<file path="src/hw/adcsc_params.svh">
// Constants of the serial conversion control block: offsets, fields,
// reset values and timing counts. Included by the design files only.
`ifndef ADCSC_PARAMS_SVH
`define ADCSC_PARAMS_SVH

// Register byte offsets
`define ADCSC_CONFIG_OFS   8'h00
`define ADCSC_RESULT_OFS   8'h04
`define ADCSC_STATUS_OFS   8'h08
`define ADCSC_MASK_OFS     8'h0c
`define ADCSC_STATE_OFS    8'h10

// Configuration word fields
`define ADCSC_START_BIT    15
`define ADCSC_CHAN_LSB     12
`define ADCSC_GAIN_LSB     9
`define ADCSC_MODE_BIT     8
`define ADCSC_DR_LSB       5
`define ADCSC_CONFIG_RST   16'h0580

// Status and mask bits
`define ADCSC_ST_DONE      0
`define ADCSC_ST_TMO       1
`define ADCSC_ST_XFER      2

// Serial transfer and result shape
`define ADCSC_XFER_BITS    16
`define ADCSC_CODE_MAX     16'h7fff
`define ADCSC_CODE_MIN     16'h8000

// Timing
`define ADCSC_CLK_HZ       20000000
`define ADCSC_SCLK_TO_MS   28
`define ADCSC_SCLK_TO_CYC  (`ADCSC_SCLK_TO_MS * (`ADCSC_CLK_HZ / 1000))
`define ADCSC_DR0_CYC      (`ADCSC_CLK_HZ / 8)
`define ADCSC_DR1_CYC      (`ADCSC_CLK_HZ / 16)
`define ADCSC_DR2_CYC      (`ADCSC_CLK_HZ / 32)
`define ADCSC_DR3_CYC      (`ADCSC_CLK_HZ / 64)
`define ADCSC_DR4_CYC      (`ADCSC_CLK_HZ / 128)
`define ADCSC_DR5_CYC      (`ADCSC_CLK_HZ / 250)
`define ADCSC_DR6_CYC      (`ADCSC_CLK_HZ / 475)
`define ADCSC_DR7_CYC      (`ADCSC_CLK_HZ / 860)

`endif

</file>
<file path="src/hw/adcsc_pkg.sv">
// Types shared by the serial conversion control block.
// Assumes the params header is included alongside by each design file.
package adcsc_pkg;

	// Conversion sequencer states
	typedef enum logic [0:0] {
		ADCSC_SHUTDOWN = 1'b0,
		ADCSC_CONVERT  = 1'b1
	} adcsc_seq_t;

endpackage : adcsc_pkg

</file>
<file path="src/hw/adcsc_filter.sv">
// Decimating filter of the conversion core: sums the modulator bitstream
// over one conversion period and emits a saturated 16-bit code.
// Assumes the modulator bit is sampled on hclk by the analog front end.
`timescale 1ns/1ps
`include "adcsc_params.svh"
module adcsc_filter
	import adcsc_pkg::*;
#(
	parameter int CNT_W = 32
) (
	// Clock and reset
	input  wire logic             hclk,
	input  wire logic             hresetn,
	// Control
	input  wire logic             start,
	input  wire logic [CNT_W-1:0] period,
	// Modulator stream
	input  wire logic             mod_bit,
	// Result
	output logic                  done,
	output logic [15:0]           code
);

	logic                    busy_r;
	logic [CNT_W-1:0]        cnt_r;
	logic signed [CNT_W-1:0] acc_r;
	logic signed [CNT_W-1:0] acc_nxt;
	logic [15:0]             sat_code;
	logic                    last;

	// One step of the bitstream sum
	assign acc_nxt = mod_bit ? acc_r + 1 : acc_r - 1;
	assign last    = busy_r && (cnt_r == '0);
	// Clip out-of-range sums to full scale
	assign sat_code = (acc_nxt > 32'sd32767)  ? `ADCSC_CODE_MAX :
	                  (acc_nxt < -32'sd32768) ? `ADCSC_CODE_MIN :
	                  acc_nxt[15:0];

	// Period counter and accumulator
	always_ff @(posedge hclk or negedge hresetn) begin
		if (!hresetn) begin
			busy_r <= 1'b0;
			cnt_r  <= '0;
			acc_r  <= '0;
		end else if (start) begin
			busy_r <= 1'b1;
			cnt_r  <= period - 1'b1;
			acc_r  <= '0;
		end else if (busy_r) begin
			busy_r <= !last;
			cnt_r  <= cnt_r - 1'b1;
			acc_r  <= acc_nxt;
		end
	end

	// Result and completion pulse
	always_ff @(posedge hclk or negedge hresetn) begin
		if (!hresetn) begin
			done <= 1'b0;
			code <= 16'h0000;
		end else begin
			done <= last && !start;
			if (last && !start) begin
				code <= sat_code;
			end
		end
	end

endmodule : adcsc_filter

</file>
<file path="src/hw/adcsc_top.sv">
// Digital side of a delta-sigma converter: serial port with combined
// data-out and ready pin, conversion sequencer and AHB-Lite registers.
// Assumes one AHB-Lite master and serial pins from another clock domain.
//
// The AHB-Lite slave port and the placing of the registers are this design's own decisions.
`timescale 1ns/1ps
`include "adcsc_params.svh"
module adcsc_top
	import adcsc_pkg::*;
#(
	parameter int SCLK_TO_CYC = `ADCSC_SCLK_TO_CYC,
	parameter int DR0_CYC     = `ADCSC_DR0_CYC,
	parameter int DR1_CYC     = `ADCSC_DR1_CYC,
	parameter int DR2_CYC     = `ADCSC_DR2_CYC,
	parameter int DR3_CYC     = `ADCSC_DR3_CYC,
	parameter int DR4_CYC     = `ADCSC_DR4_CYC,
	parameter int DR5_CYC     = `ADCSC_DR5_CYC,
	parameter int DR6_CYC     = `ADCSC_DR6_CYC,
	parameter int DR7_CYC     = `ADCSC_DR7_CYC
) (
	// Clock and reset
	input  wire logic        hclk,
	input  wire logic        hresetn,
	// AHB-Lite slave
	input  wire logic        hsel,
	input  wire logic [31:0] haddr,
	input  wire logic [1:0]  htrans,
	input  wire logic        hwrite,
	input  wire logic [2:0]  hsize,
	input  wire logic        hready,
	input  wire logic [31:0] hwdata,
	output logic [31:0]      hrdata,
	output logic             hreadyout,
	output logic             hresp,
	// Serial pins
	input  wire logic        sclk,
	input  wire logic        cs_n,
	input  wire logic        din,
	output logic             data_out_ready_n,
	output logic             data_out_oe,
	// Analog front end
	input  wire logic        mod_bit,
	output logic [2:0]       gain_select,
	output logic [2:0]       input_channel_select,
	output logic             power_down,
	// Interrupt
	output logic             irq
);

	localparam int unsigned DR_TAB [0:7] = '{DR0_CYC, DR1_CYC, DR2_CYC,
		DR3_CYC, DR4_CYC, DR5_CYC, DR6_CYC, DR7_CYC};
	localparam logic [4:0] LAST_BIT = 5'(`ADCSC_XFER_BITS - 1);
	// Idle pin levels {din, cs_n, sclk}: deselected, clock parked low,
	// so leaving reset shows no false serial clock edge
	localparam logic [2:0] PIN_IDLE = 3'b010;

	// Pin synchronisers: three stages, filtered level and previous level
	logic [2:0] pin_in;
	logic [2:0] sy1_r;
	logic [2:0] sy2_r;
	logic [2:0] sy3_r;
	logic [2:0] filt_r;
	logic [2:0] filt_nxt;
	logic [2:0] rise;
	logic [2:0] fall;

	// Serial port state
	logic        xfer_act_r;
	logic [4:0]  bit_cnt_r;
	logic [15:0] sh_out_r;
	logic [15:0] sh_in_r;
	logic [15:0] sh_in_nxt;
	logic        dout_r;
	logic        ready_n_r;
	logic [31:0] lo_cnt_r;
	logic        sclk_f;
	logic        cs_n_f;
	logic        din_f;
	logic        sclk_up;
	logic        sclk_dn;
	logic        tmo;
	logic        xfer_begin;
	logic        cfg_load;

	// Configuration, result and sequencer
	logic [15:0] cfg_r;
	logic [15:0] result_r;
	logic        mode_single;
	logic        start_req;
	logic [31:0] dr_cyc;
	logic [2:0]  rate_sel;
	adcsc_seq_t  state_r;
	logic        conv_start;
	logic        conv_done;
	logic [15:0] conv_code;

	// Bus and interrupt state
	logic        addr_ph;
	logic        wr_pend_r;
	logic [7:0]  wr_addr_r;
	logic [31:0] hrdata_r;
	logic [31:0] rd_mux;
	logic [2:0]  status_r;
	logic [2:0]  mask_r;
	logic [2:0]  ev;
	logic        wr_cfg;
	logic        wr_status;
	logic        wr_mask;

	assign pin_in = {din, cs_n, sclk};

	// Per-pin synchroniser; a change counts once stages two and three agree
	genvar gi;
	generate
		for (gi = 0; gi < 3; gi++) begin : g_sync
			assign filt_nxt[gi] = (sy2_r[gi] == sy3_r[gi]) ? sy2_r[gi]
			                                              : filt_r[gi];
			assign rise[gi] = filt_nxt[gi] && !filt_r[gi];
			assign fall[gi] = !filt_nxt[gi] && filt_r[gi];
			always_ff @(posedge hclk or negedge hresetn) begin
				if (!hresetn) begin
					sy1_r[gi]  <= PIN_IDLE[gi];
					sy2_r[gi]  <= PIN_IDLE[gi];
					sy3_r[gi]  <= PIN_IDLE[gi];
					filt_r[gi] <= PIN_IDLE[gi];
				end else begin
					sy1_r[gi]  <= pin_in[gi];
					sy2_r[gi]  <= sy1_r[gi];
					sy3_r[gi]  <= sy2_r[gi];
					filt_r[gi] <= filt_nxt[gi];
				end
			end
		end
	endgenerate

	// Filtered pin levels and clock edges, gated by select
	assign sclk_f  = filt_r[0];
	assign cs_n_f  = filt_r[1];
	assign din_f   = filt_nxt[2];
	assign sclk_up = rise[0] && !cs_n_f;
	assign sclk_dn = fall[0] && !cs_n_f;
	// A rising edge in the limit cycle is a clock edge, not a timeout
	assign tmo     = !sclk_f && !rise[0]
	                 && (lo_cnt_r >= 32'(SCLK_TO_CYC));
	assign xfer_begin = sclk_up && !xfer_act_r && !tmo;
	assign sh_in_nxt  = {sh_in_r[14:0], din_f};
	assign cfg_load   = sclk_dn && xfer_act_r && !tmo
	                    && (bit_cnt_r == LAST_BIT);

	// Time that the serial clock has stayed low
	always_ff @(posedge hclk or negedge hresetn) begin
		if (!hresetn) begin
			lo_cnt_r <= '0;
		end else if (sclk_f || tmo) begin
			lo_cnt_r <= '0;
		end else begin
			lo_cnt_r <= lo_cnt_r + 1'b1;
		end
	end

	// Transfer framing and bit count
	always_ff @(posedge hclk or negedge hresetn) begin
		if (!hresetn) begin
			xfer_act_r <= 1'b0;
			bit_cnt_r  <= '0;
		end else if (cs_n_f || tmo) begin
			xfer_act_r <= 1'b0;
			bit_cnt_r  <= '0;
		end else if (xfer_begin) begin
			xfer_act_r <= 1'b1;
			bit_cnt_r  <= '0;
		end else if (sclk_dn && xfer_act_r) begin
			xfer_act_r <= !cfg_load;
			bit_cnt_r  <= bit_cnt_r + 1'b1;
		end
	end

	// Shift registers: result out MSB first, configuration in
	always_ff @(posedge hclk or negedge hresetn) begin
		if (!hresetn) begin
			sh_out_r <= '0;
			sh_in_r  <= '0;
			dout_r   <= 1'b1;
		end else begin
			if (xfer_begin) begin
				dout_r   <= result_r[15];
				sh_out_r <= {result_r[14:0], 1'b0};
			end else if (sclk_up && xfer_act_r) begin
				dout_r   <= sh_out_r[15];
				sh_out_r <= {sh_out_r[14:0], 1'b0};
			end
			if (sclk_dn && xfer_act_r) begin
				sh_in_r <= sh_in_nxt;
			end
		end
	end

	// Ready flag: low on a new result, high once reading begins
	always_ff @(posedge hclk or negedge hresetn) begin
		if (!hresetn) begin
			ready_n_r <= 1'b1;
		end else if (conv_done) begin
			ready_n_r <= 1'b0;
		end else if (xfer_begin) begin
			ready_n_r <= 1'b1;
		end
	end

	// Shared pin: data during a transfer, ready flag while selected otherwise, high when deselected
	assign data_out_oe      = !cs_n_f;
	assign data_out_ready_n = cs_n_f ? 1'b1 :
	                          (xfer_act_r ? dout_r : ready_n_r);

	// Bus decode
	assign addr_ph   = hsel && hready && htrans[1];
	assign wr_cfg    = wr_pend_r && (wr_addr_r == `ADCSC_CONFIG_OFS);
	assign wr_status = wr_pend_r && (wr_addr_r == `ADCSC_STATUS_OFS);
	assign wr_mask   = wr_pend_r && (wr_addr_r == `ADCSC_MASK_OFS);
	assign hreadyout = 1'b1;
	assign hresp     = 1'b0;
	assign hrdata    = hrdata_r;

	// Read selection; unmapped offsets read zero
	assign rd_mux = (haddr[7:0] == `ADCSC_CONFIG_OFS) ? {16'h0000, cfg_r} :
	                (haddr[7:0] == `ADCSC_RESULT_OFS) ? {16'h0000, result_r} :
	                (haddr[7:0] == `ADCSC_STATUS_OFS) ? {29'h0, status_r} :
	                (haddr[7:0] == `ADCSC_MASK_OFS)   ? {29'h0, mask_r} :
	                (haddr[7:0] == `ADCSC_STATE_OFS)  ?
	                {28'h0, xfer_act_r, ready_n_r, power_down,
	                 state_r == ADCSC_CONVERT} : 32'h0000_0000;

	// Address phase capture and registered read data
	always_ff @(posedge hclk or negedge hresetn) begin
		if (!hresetn) begin
			wr_pend_r <= 1'b0;
			wr_addr_r <= '0;
			hrdata_r  <= '0;
		end else begin
			wr_pend_r <= addr_ph && hwrite;
			if (addr_ph) begin
				wr_addr_r <= haddr[7:0];
			end
			if (addr_ph && !hwrite) begin
				hrdata_r <= rd_mux;
			end
		end
	end

	// Conversion requests from either the bus or the serial port
	assign start_req = (wr_cfg && hwdata[`ADCSC_START_BIT])
	                   || (cfg_load && sh_in_nxt[`ADCSC_START_BIT]);
	assign mode_single = cfg_r[`ADCSC_MODE_BIT];

	// Configuration word; a serial load wins over a bus write
	always_ff @(posedge hclk or negedge hresetn) begin
		if (!hresetn) begin
			cfg_r <= `ADCSC_CONFIG_RST;
		end else if (cfg_load) begin
			cfg_r <= {1'b0, sh_in_nxt[14:0]};
		end else if (wr_cfg) begin
			cfg_r <= {1'b0, hwdata[14:0]};
		end
	end

	// Front-end selects straight from the configuration word
	assign gain_select          = cfg_r[`ADCSC_GAIN_LSB +: 3];
	assign input_channel_select = cfg_r[`ADCSC_CHAN_LSB +: 3];
	// A starting write or serial load brings its own data rate
	assign rate_sel = cfg_load ? sh_in_nxt[`ADCSC_DR_LSB +: 3] :
	                  wr_cfg   ? hwdata[`ADCSC_DR_LSB +: 3] :
	                  cfg_r[`ADCSC_DR_LSB +: 3];
	assign dr_cyc = 32'(DR_TAB[rate_sel]);
	assign power_down = (state_r == ADCSC_SHUTDOWN);

	// Start a conversion from shutdown or back to back in continuous mode
	always_comb begin
		conv_start = 1'b0;
		unique case (state_r)
			ADCSC_SHUTDOWN: begin
				conv_start = !mode_single || start_req;
			end
			ADCSC_CONVERT: begin
				conv_start = conv_done && !mode_single;
			end
		endcase
	end

	// Sequencer state
	always_ff @(posedge hclk or negedge hresetn) begin
		if (!hresetn) begin
			state_r <= ADCSC_SHUTDOWN;
		end else if (conv_start) begin
			state_r <= ADCSC_CONVERT;
		end else if (conv_done) begin
			state_r <= ADCSC_SHUTDOWN;
		end
	end

	// Result register holds the newest completed code
	always_ff @(posedge hclk or negedge hresetn) begin
		if (!hresetn) begin
			result_r <= 16'h0000;
		end else if (conv_done) begin
			result_r <= conv_code;
		end
	end

	// Conversion core filter
	adcsc_filter #(
		.CNT_W (32)
	) u_filter (
		.hclk    (hclk),
		.hresetn (hresetn),
		.start   (conv_start),
		.period  (dr_cyc),
		.mod_bit (mod_bit),
		.done    (conv_done),
		.code    (conv_code)
	);

	// Sticky events; a new event wins over a write-one clear
	assign ev[`ADCSC_ST_DONE] = conv_done;
	assign ev[`ADCSC_ST_TMO]  = tmo && xfer_act_r;
	assign ev[`ADCSC_ST_XFER] = cfg_load;

	always_ff @(posedge hclk or negedge hresetn) begin
		if (!hresetn) begin
			status_r <= '0;
			mask_r   <= '0;
		end else begin
			status_r <= ev | (status_r & ~(wr_status ? hwdata[2:0] : 3'h0));
			if (wr_mask) begin
				mask_r <= hwdata[2:0];
			end
		end
	end

	// Level interrupt while any unmasked event is pending
	assign irq = |(status_r & mask_r);

endmodule : adcsc_top

</file>
<file path="config.mk">
export PLATFORM = sky130hd
export DESIGN_NAME = adcsc_top
export DESIGN_NICKNAME = d
export VERILOG_FILES = /design/src/hw/adcsc_pkg.sv /design/src/hw/adcsc_filter.sv /design/src/hw/adcsc_top.sv
export VERILOG_INCLUDE_DIRS = /design/src /design/src/hw
export SDC_FILE = /design/constraint.sdc
export NUM_CORES = 1
export LEC_CHECK = 0
export ABC_AREA = 1
export BUFFER_PORTS_ARGS = -buffer_cell sky130_fd_sc_hd__buf_2
export CAP_MARGIN = 25
export CORE_UTILIZATION = 45
export CTS_BUF_LIST = sky130_fd_sc_hd__clkbuf_16
export DETAILED_ROUTE_END_ITERATION = 12
export PLACE_DENSITY = 0.7
export SYNTH_ARGS = -nofsm -noshare
export SYNTH_HDL_FRONTEND = slang
export SYNTH_SLANG_ARGS = --single-unit
</file>
<file path="constraint.sdc">
create_clock -name hclk -period 5.2 [get_ports hclk]
set_input_delay 0.78 -clock hclk [delete_from_list [all_inputs] [get_ports hclk]]
set_output_delay 0.78 -clock hclk [all_outputs]
set_load 0.01 [all_outputs]
</file>
==> impl_metrics.ini, run 1 <==
[outcome]
status = complete, no violations

[synthesis]
ys_ff_latch = 227
synth_area_per_cell_um2 = 7.20
synth_edf_count = 0
yosys-top-cells-count = nand2_1, inv_1, dfrtp_1
yosysTopAreaCell = dfrtp_1
synthArstFlopShare_pct = 100
ys_types = 56
syn_area_um2 = 14000
synth_warnings = 0
synth_area_leaders = dfrtp_1, nand2_1, inv_1
synth-main-ff-cell = dfrtp_1
synth.most_common_cell = nand2_1
synthCells = 1951
ys_seq_area_share_pct = 40.5
synth_top_cell_area_share_pct = 38.8

[sta]
worst_pin_slew_ps = 1040
timing.final.crit_share_pct = 76.2
clock_skew_ps = 13.2
worst_slack_ps = 1240
fin_tns_setup_ps = 0
slew_viol_final = 0
fmax_mhz = 252
slew_headroom_pct = 30.7
rsz0062_at_grt = false
period_needed_ps = 3960
hold_viol = 0
setup_viol = 0
whs_ps = 322

[detailed_routing]
highest_layer = met4
drt_iter0_drc = 855
wl_met1_um = 16600
vias_per_cell = 5.15
antenna_left = 0
dr.pass1.iters = 8
met3_length_um = 1740
route.met2.wl_um = 16000
drc = 0
wl_per_cell_um = 14.5
routed_wl_um = 35100
vias = 12400

[setup_path]
reg2reg_from = bit_cnt_r[0]
cp_max_fo = 32
reg2reg_to = u_filter.cnt_r[24]
arrival_ps = 4370
worstSetupPathType = flop to flop
cp-end-kind = flop
r2r_cells = 22
rrSetupSlack_ps = 1240
start_kind = flop
cp-endpoint = u_filter.cnt_r[24]
startpoint = bit_cnt_r[0]
worst_ep_required_time_ps = 5610

[clocking]
cts_setup_buffers = 0
cts_buffers = 27
cts_resized = 0
cts.sinks = 227
clockBufferDepth = 3
ctsRootBufferMaster = clkbuf_16
clk_latency_ps = 530
cts_hold_buf = 0
htreeDepth = 1
clk_pin_slew_worst_paths_ps = 60
cts_tree = built

[layout]
area.growth.synth_to_final_pct = 10.2
num_antenna_cells = 0
final_area_um2 = 15500
drive_gt1_share_pct = 9.92
nets = 2114

[placed_design]
portBuffers = 59
pre_cts_ws_ps = 1010
gp_congestion = 0.958
dpl_cell_area_um2 = 14600
dpl.hpwl_um = 26000

[hold_path]
hold_path.class = input port to asynchronous set/reset pin

[pwr]
p_leak_nw = 7.78
peakVddDrop_v = 0.000298
power_mw = 6.26
power.density_nw_per_um2 = 405

[floorplanning]
start_util_pct = 45.8
dieWidth_um = 179
die_h_um = 179
coreArea_um2 = 30700
row_count = 64
io-pin-count = 122
dieArea_um2 = 31900

[global_routing]
grtUsageTotal_pct = 22.1
antenna_found_initial = 0
grt_pass1_vias = 11700
grt_pass1_wl_um = 57400
grt_start_max_net_pins = 118
gr-total-overflow = 0

[flow_run]
maxCapViolations = 0
## metal layers
| layer | global-route usage (%) | vias up |
|---|---|---|
| li1 | - | 6313 |
| met1 | 30.4 | 5761 |
| met2 | 36.7 | 297 |
| met3 | 2.76 | 47 |
| met4 | 5.51 | 0 |
| met5 | 0 | - |
## cells by family (layout without fill, tap and decap cells)
group	count (synthesis)	count (layout)	share of synthesized area, %
multiplexers	3	3	0.240
adder cells (fa/ha/maj)	42	42	3.76
AND/OR/NAND/NOR	1020	1020	31.9
XOR/XNOR	35	35	2.24
buffers and inverters	357	407	10.8
AO/OA/AOI/OAI	265	265	10.5
flip-flops	227	227	40.5
other	2	18	0.0535
## final cells by class
type                            count  area, µm²
Clock buffer                       27        676
Clock inverter                     23        220
Fill cell                        3025      15200
Inverter                          287       1080
Multi-Input combinational cell   1383       6900
Sequential cell                   227       5690
Tap cell                          396        495
Timing Repair Buffer               70        408
## where the power goes
group / switching (mW) / leakage [nW] / total (mW) / internal, mW
registers: 0.130 / 2.78 / 2.14 / 2.01
logic: 1.45 / 4.55 / 2.22 / 0.776
clock network: 0.757 / 0.448 / 1.90 / 1.14
## critical path: stages (launching register included)
cell and delay (ps):
dfrtp_1 380, ha_1 210, nand2_1 60, nor2_1 90
ha_1 260, nand3_4 350, nand2_2 230, inv_2 130
nand2_1 130, nand2_2 130, ha_1 220, inv_1 90
nand2_1 70, nand2_1 60, nand2_1 100, inv_1 80
ha_1 170, nand2_1 100, nor2_2 170, nand3_1 140
nor2_2 290, nand3b_1 180, xor2_1 170
## worst min path at each step
| stage | from | endpoint | slack (ps) |
|---|---|---|---|
| 2_1_floorplan | sy1_r[0] | sy2_r[0] | 330 |
| 4_1_cts | cs_n | sy1_r[1] | 320 |
| 5_1_grt | cs_n | sy1_r[1] | 320 |
| 3_5_place_dp | sy1_r[0] | sy2_r[0] | 340 |
| 6_report | hresetn | lo_cnt_r[2] | 320 |
| 3_3_place_gp | sy1_r[2] | sy2_r[2] | 330 |
## registers in the layout (all words and copies together) (netlist names), 5 cells and up
name            count
lo_cnt_r           32
sh_in_r            15
wr_addr_r           8
cfg_r              15
u_filter.acc_r     32
hrdata             16
u_filter.code      16
bit_cnt_r           5
u_filter.cnt_r     32
result_r           16
sh_out_r           15
## stage by stage
stage / cells / util (%)
global placement: 2362 / 47.5
finish: 2413 / 50.5
global route: 2413 / 50.5
floorplan: 1967 / -
CTS: 2412 / 50.4
detailed placement: 2362 / 47.5
## placed cells by master, fill, tap and decap left out, types with 4 or more instances in the layout
master     instances
a21oi_1           94
a22o_1            16
a31oi_1            5
buf_2             58
buf_4             10
bufinv_16          4
clkbuf_16         27
clkinv_1           9
clkinv_2           5
conb_1            18
dfrtp_1          218
dfstp_2            9
ha_1              39
inv_1            276
inv_2              9
nand2_1          538
nand2_2           13
nand3_1          139
nand3_2           10
nand4_1           32
nor2_1           189
nor2_2            16
nor2_4             8
nor3_1            23
nor3b_1            7
nor4_1            18
o211ai_1          11
o21ai_0          106
o21ai_1            5
o21bai_1           4
o22ai_1           13
or2_2             11
xnor2_1            5
xor2_1            29
Note: power is estimated with default switching activity, not from simulation.
==> run 2, diff against run 1 <==
ABC_AREA = 0   (was 1)
PLACE_DENSITY = 0.73   (was 0.7)
clock period = 3.6 ns   (was 5.2 ns; I/O delays follow)
==> run 2 against run 1 <==
  * The flow now finishes with violations (negative setup slack)
  * Global-route usage up 0.83 points
  * Fmax up 2.0%
  * Worst hold slack worse by 260 ps
  * Synthesized cell count down 27%
  * Flip-flop and latch count unchanged
  * Synthesized area down 5.5%
  * Sequential share of layout area down 2.8 points
  * Clock power up 35%
  * First-iteration DRC count down 4.3%
  * Register-to-register slack worse by 1500 ps
  * Non-clock buffer count up 211
==> impl_metrics.ini, run 2 <==
[pwr]
switching_share_pct = 35.5
intPower_mw = 6.42
p_leak_nw = 7.52
power_mw = 9.95
power.share.clock_pct = 25.7
power.density_nw_per_um2 = 593
switchingPower_mw = 3.53
p_seq_share_pct = 30.8
peakVddDrop_v = 0.000283
p_comb_share_pct = 43.5

[layout]
drive_gt1_share_pct = 27.6
top_regs = lo_cnt_r: 32 flops, u_filter.acc_r: 32 flops, u_filter.cnt_r: 32 flops
utilization_pct = 58.1
mostFrequentLayoutCells = dfrtp_1, buf_4, nor2_1
num_antenna_cells = 0
layout_commonest_cell = dfrtp_1
area.growth.synth_to_final_pct = 26.2
nets = 1774

[synthesis]
synth_area_leaders = dfrtp_1, nor2_1, mux2i_1
yosys-top-cells-count = dfrtp_1, nor2_1, nand2_1
yosysTopAreaCell = dfrtp_1
synth_area_per_cell_um2 = 9.30
syn_area_um2 = 13300
ys_types = 86
synth-main-ff-cell = dfrtp_1
ys_seq_area_share_pct = 42.9
ys_ff_latch = 227
synthArstFlopShare_pct = 100
synth_edf_count = 0
synthCells = 1429
synth_top_cell_area_share_pct = 41.1
synth_warnings = 0
synth.most_common_cell = dfrtp_1

[detailed_routing]
dr.pass1.iters = 6
drc = 0
vias = 11800
drt_iter0_drc = 818
antenna_left = 0
routed_wl_um = 35000
wl_per_cell_um = 17.0
vias_per_cell = 5.72

[global_routing]
grt_pass1_wl_um = 57600
antenna_found_initial = 0
grtUsageTotal_pct = 22.9
grt_start_max_net_pins = 108
grt_pass1_vias = 11700
gr-total-overflow = 0

[sta]
setup_viol = 19
worst_pin_slew_ps = 944
clock_skew_ps = 11.0
timing.final.crit_share_pct = 108
rsz0062_at_grt = true
slew_viol_final = 0
slew_headroom_pct = 37.1
fmax_mhz = 257
worst_slack_ps = -287
whs_ps = 62.3
period_needed_ps = 3890
hold_viol = 0

[floorplanning]
start_util_pct = 46.0
io-pin-count = 122
die_h_um = 174
dieWidth_um = 174
dieArea_um2 = 30200
coreArea_um2 = 28900
row_count = 62

[clocking]
clk_pin_slew_worst_paths_ps = 60
cts_buffers = 26
clk_latency_ps = 530
cts_hold_buf = 0
ctsRootBufferMaster = clkbuf_16
clockBufferDepth = 3
cts.sinks = 227
cts_tree = built
htreeDepth = 1

[placed_design]
gp_congestion = 0.904
dpl.hpwl_um = 24900
portBuffers = 59

[flow_run]
maxCapViolations = 0

[setup_path]
start_kind = flop
cp-end-kind = flop
worst_ep_required_time_ps = 4000
path_cells = ha_2 > and3_4 > ha_4 > or3b_4 > nor3_1 > a31o_4 > inv_2 > o211a_4 > o41ai_4 > buf_12 > o2111ai_4 > nor3b_2 > nor2b_1 > xnor2_1 > o21ai_0
slowest_delay_ps = 440
cp_max_fo = 5
arrival_ps = 4290
cp_slowest_cell = or3b_4
worstSetupPathType = flop to flop

[outcome]
violations = negative setup slack
status = complete, but fails checks

[hold_path]
hold_path.class = input port to asynchronous set/reset pin
==> run 2: cell types whose count changed after synthesis, sizes merged, moves of 30 or more <==
| cell | change |
|---|---|
| inv | -251 |
| mux2 | +39 |
| xnor2 | +35 |
| clkbuf | +30 |
| nand3 | -113 |
| nand2 | -431 |
| nor2 | -44 |
| mux2i | +61 |
==> run 2: critical path, delay by kind of cell, from the launching register on <==
kind / cells / cell delay, ps
buffers and inverters: 2 / 220
and+or+nand+nor: 5 / 1570
DFF: 1 / 360
AOI/OAI and AO/OA: 5 / 1110
xor gates and xnor gates: 1 / 160
adders and majority gates: 2 / 310
==> run 2: layout make-up <==
class / instances / area, µm²
Fill cell: 2424 / 12100
Inverter: 33 / 128
Timing Repair Buffer: 281 / 2060
Multi-Input combinational cell: 1087 / 7570
Clock buffer: 26 / 651
Tap cell: 384 / 480
Clock inverter: 22 / 186
Sequential cell: 227 / 5690
==> run 2: worst paths after layout <==
check | start | end | slack (ps) | cells past startpoint
worst max register to register | bit_cnt_r[1] | u_filter.cnt_r[18] | -290 | 15
worst max-delay path | bit_cnt_r[1] | u_filter.cnt_r[18] | -290 | 15
worst min-delay path | hresetn | u_filter.acc_r[14] | 60 | 1
min in group hclk | cs_n | sy1_r[1] | 120 | 1
max in group asynchronous | hresetn | cfg_r[7] | 2640 | 2
worst min register to register | sy1_r[2] | sy2_r[2] | 350 | 0
==> run 2: stage by stage <==
step | worst slack, ps | setup TNS, ps | area [µm²] | instances
finish | -287 | -3210 | 16800 | 2060
global route | -378 | -5670 | 16800 | 2060
CTS | -158 | -1280 | 16600 | 2049
detailed placement | -398 | -9150 | 15400 | 1988
global placement | -258 | -6260 | 15400 | 1988
floorplan | -213 | -2550 | 13600 | 1445
==> run 2: routing by layer <==
metal | vias up | wire length, µm | track usage, % | part of all wire (%)
met2 | 349 | 17100 | 39.3 | 49
met5 | - | 0 | 0 | 0
met4 | 0 | 767 | 6.03 | 2.2
met3 | 62 | 1600 | 2.81 | 4.6
li1 | 5568 | - | - | -
met1 | 5796 | 15600 | 30.6 | 44
==> run 2: timing repair <==
item / CTS / global route
setup buffers: 14 / 11
setup endpoints to repair: 19 / 38
gates cloned: 0 / 0
pin swaps: 26 / 20
hold endpoints to repair: 0 / 0
resized for setup: 45 / 26
==> run 2: power groups by stage <==
stage | Combinational [mW] | Clock (mW) | Sequential, mW
2_1_floorplan | 2.51 | 0 | 3.05
3_3_place_gp | 4.07 | 0 | 3.08
3_5_place_dp | 4.19 | 0 | 3.10
4_1_cts | 4.26 | 2.60 | 3.06
5_1_grt | 4.78 | 2.71 | 3.09
6_report | 4.33 | 2.56 | 3.06
==> run 2: kinds of logic (layout without fill, tap and decap cells) <==
family          Yosys count  count (layout)  synth area share (%)
buf+inv                 131             362                  4.46
flops                   227             227                  42.9
fa+ha+maj                42              42                  3.98
simple gates            496             496                  18.3
other cells               2              18                0.0565
xor+xnor                 75              75                  4.95
mux                     103             103                  8.16
compound gates          353             353                  17.3
==> run 3, diff against run 2 <==
GPL_TIMING_DRIVEN = 0   (was not set)
MAX_ROUTING_LAYER = met4   (was not set)
==> run 3 against run 2 <==
  * The run still ends with negative setup slack left
  * Sequential power about the same
  * Sequential share of layout area increased by 0.55 points
  * Clock-buffer cell count increased by 1
  * Worst setup slack got worse by 30 ps
  * Non-clock buffer count decreased by 49
  * Cell area decreased by 1.6%
  * Cell count decreased by 2.5%
  * Via count decreased by 0.38%
  * Combinational power decreased by 12%
  * Largest cell class unchanged
==> impl_metrics.ini, run 3 (synthesis results as in run 2) <==
[layout]
num_antenna_cells = 0
drive_gt1_share_pct = 23.9
final_area_um2 = 16500
top_regs = lo_cnt_r: 32 flops, u_filter.acc_r: 32 flops, u_filter.cnt_r: 32 flops
area.growth.synth_to_final_pct = 24.2
nets = 1726
layout_commonest_cell = dfrtp_1
nFillCells = 2436
mostFrequentLayoutCells = dfrtp_1, nor2_1, nand2_1

[sta]
fmax_mhz = 255
slew_viol_final = 0
period_needed_ps = 3920
setup_viol = 20
fin_tns_setup_ps = -3980
rsz0062_at_grt = true
clock_skew_ps = 13.1
worst_pin_slew_ps = 904
timing.final.crit_share_pct = 109
slew_headroom_pct = 39.7
hold_viol = 0
worst_slack_ps = -316

[placed_design]
dpl.hpwl_um = 24200
gp_congestion = 0.902
dpl_cell_area_um2 = 14400
pre_cts_ws_ps = -1590
portBuffers = 58

[floorplanning]
coreArea_um2 = 28900
row_count = 62
die_h_um = 174
start_util_pct = 46.0
io-pin-count = 122
dieArea_um2 = 30200
dieWidth_um = 174

[clocking]
htreeDepth = 1
cts_buffers = 26
clk_pin_slew_worst_paths_ps = 70
clk_latency_ps = 530
ctsRootBufferMaster = clkbuf_16
clockBufferDepth = 3
cts.sinks = 227
cts_tree = built

[detailed_routing]
routed_wl_um = 36200
drc = 0
vias = 11700
dr.pass1.iters = 5
wl_per_cell_um = 18.0
vias_per_cell = 5.84
antenna_left = 0
drt_iter0_drc = 1139

[setup_path]
worst_ep_required_time_ps = 4020
cp_max_fo = 8
path_cells = ha_2 > and3_4 > ha_4 > or3b_4 > nor3_4 > a31oi_4 > inv_2 > ha_4 > a31oi_1 > nand3_2 > a32oi_4 > nor4b_4 > or3b_4 > nor4_4 > xnor2_1 > mux2_2
worstSetupPathType = flop to flop
cp-end-kind = flop
arrival_ps = 4330
slowest_delay_ps = 460
start_kind = flop
cp_slowest_cell = or3b_4

[outcome]
status = complete, but fails checks
violations = negative setup slack

[global_routing]
grt_pass1_wl_um = 57600
grt_pass1_vias = 11200
grt_start_max_net_pins = 85
grtUsageTotal_pct = 23.8
antenna_found_initial = 0
gr-total-overflow = 0

[pwr]
power_mw = 9.49
p_leak_nw = 7.21
peakVddDrop_v = 0.000325
power.density_nw_per_um2 = 575

[hold_path]
hold_path.class = input port to flop

[flow_run]
maxCapViolations = 0
[run 3: cell types whose count changed in the layout (fill, tap and decap cells not counted), moves of 4 or more]
cell,before,now
clkbuf_1,0,41
clkbuf_2,0,6
clkbuf_8,0,6
buf_1,0,4
buf_4,208,97
o21ai_0,96,89
o21ai_1,12,18
[run 3: what timing repair did]
item / 4_1_cts / 5_1_grt
pin swaps: 38 / 33
gates resized for setup: 78 / 69
hold endpoints to repair: 61 / 0
endpoints found under the setup margin: 75 / 64
setup buffers: 52 / 28
gates cloned: 1 / 0
hold buffers: 1 / 0
[run 3: area by class of cell]
type | instances | area [µm²] | share of cell area [%]
multi-input combinational | 1087 | 7790 | 47.2
clock buffer | 27 | 676 | 4.10
sequential | 227 | 5690 | 34.5
inverter | 33 | 130 | 0.789
tap | 384 | 480 | 2.91
buffer | 90 | 538 | 3.26
clock inverter | 18 | 160 | 0.971
timing repair inverter | 1 | 7.51 | 0.0455
timing repair buffer | 142 | 1030 | 6.23
[run 3: final timing paths]
path	cells past startpoint	slack (ps)	startpoint	end
worst max-delay path	16	-320	bit_cnt_r[1]	u_filter.cnt_r[21]
worst min-delay path	1	110	din	sy1_r[2]
worst max register to register	16	-320	bit_cnt_r[1]	u_filter.cnt_r[21]
worst min register to register	0	360	sy1_r[2]	sy2_r[2]
max in group asynchronous	3	2210	hresetn	sy2_r[1]
min in group asynchronous	2	550	hresetn	u_filter.acc_r[10]
[run 3: power by group]
group	internal [mW]	total (mW)	switching (mW)
combinational	1.58	3.79	2.22
clock	1.56	2.63	1.07
sequential	2.85	3.06	0.211
[run 3: per-layer routing]
metal  routed length [µm]  vias up  part of all wire, %  GRT usage [%]
met5                    0        -                    0              -
met4                  915        0                  2.5           7.05
met3                 2050       81                  5.6           3.38
met2                17200      412                   48           37.8
met1                16000     5767                   44           31.6
li1                     -     5470                    -              -
[run 3: through the flow]
step	hold slack, ps	utilization (%)	std cells
2_1_floorplan	244	-	1445
3_3_place_gp	332	49.8	1887
3_5_place_dp	339	50.0	1890
4_1_cts	101	55.5	1986
5_1_grt	97.4	57.2	2009
6_report	113	57.2	2009
[run 3: critical path: cells and delay by family (launching register included)]
kind                     cells  cell delay (ps)
AO/OA/AOI/OAI                3              330
XOR/XNOR                     1              110
adder cells (fa/ha/maj)      3              520
buffers and inverters        1              100
flip-flops                   1              370
multiplexers                 1              260
AND/OR/NAND/NOR              7             2120
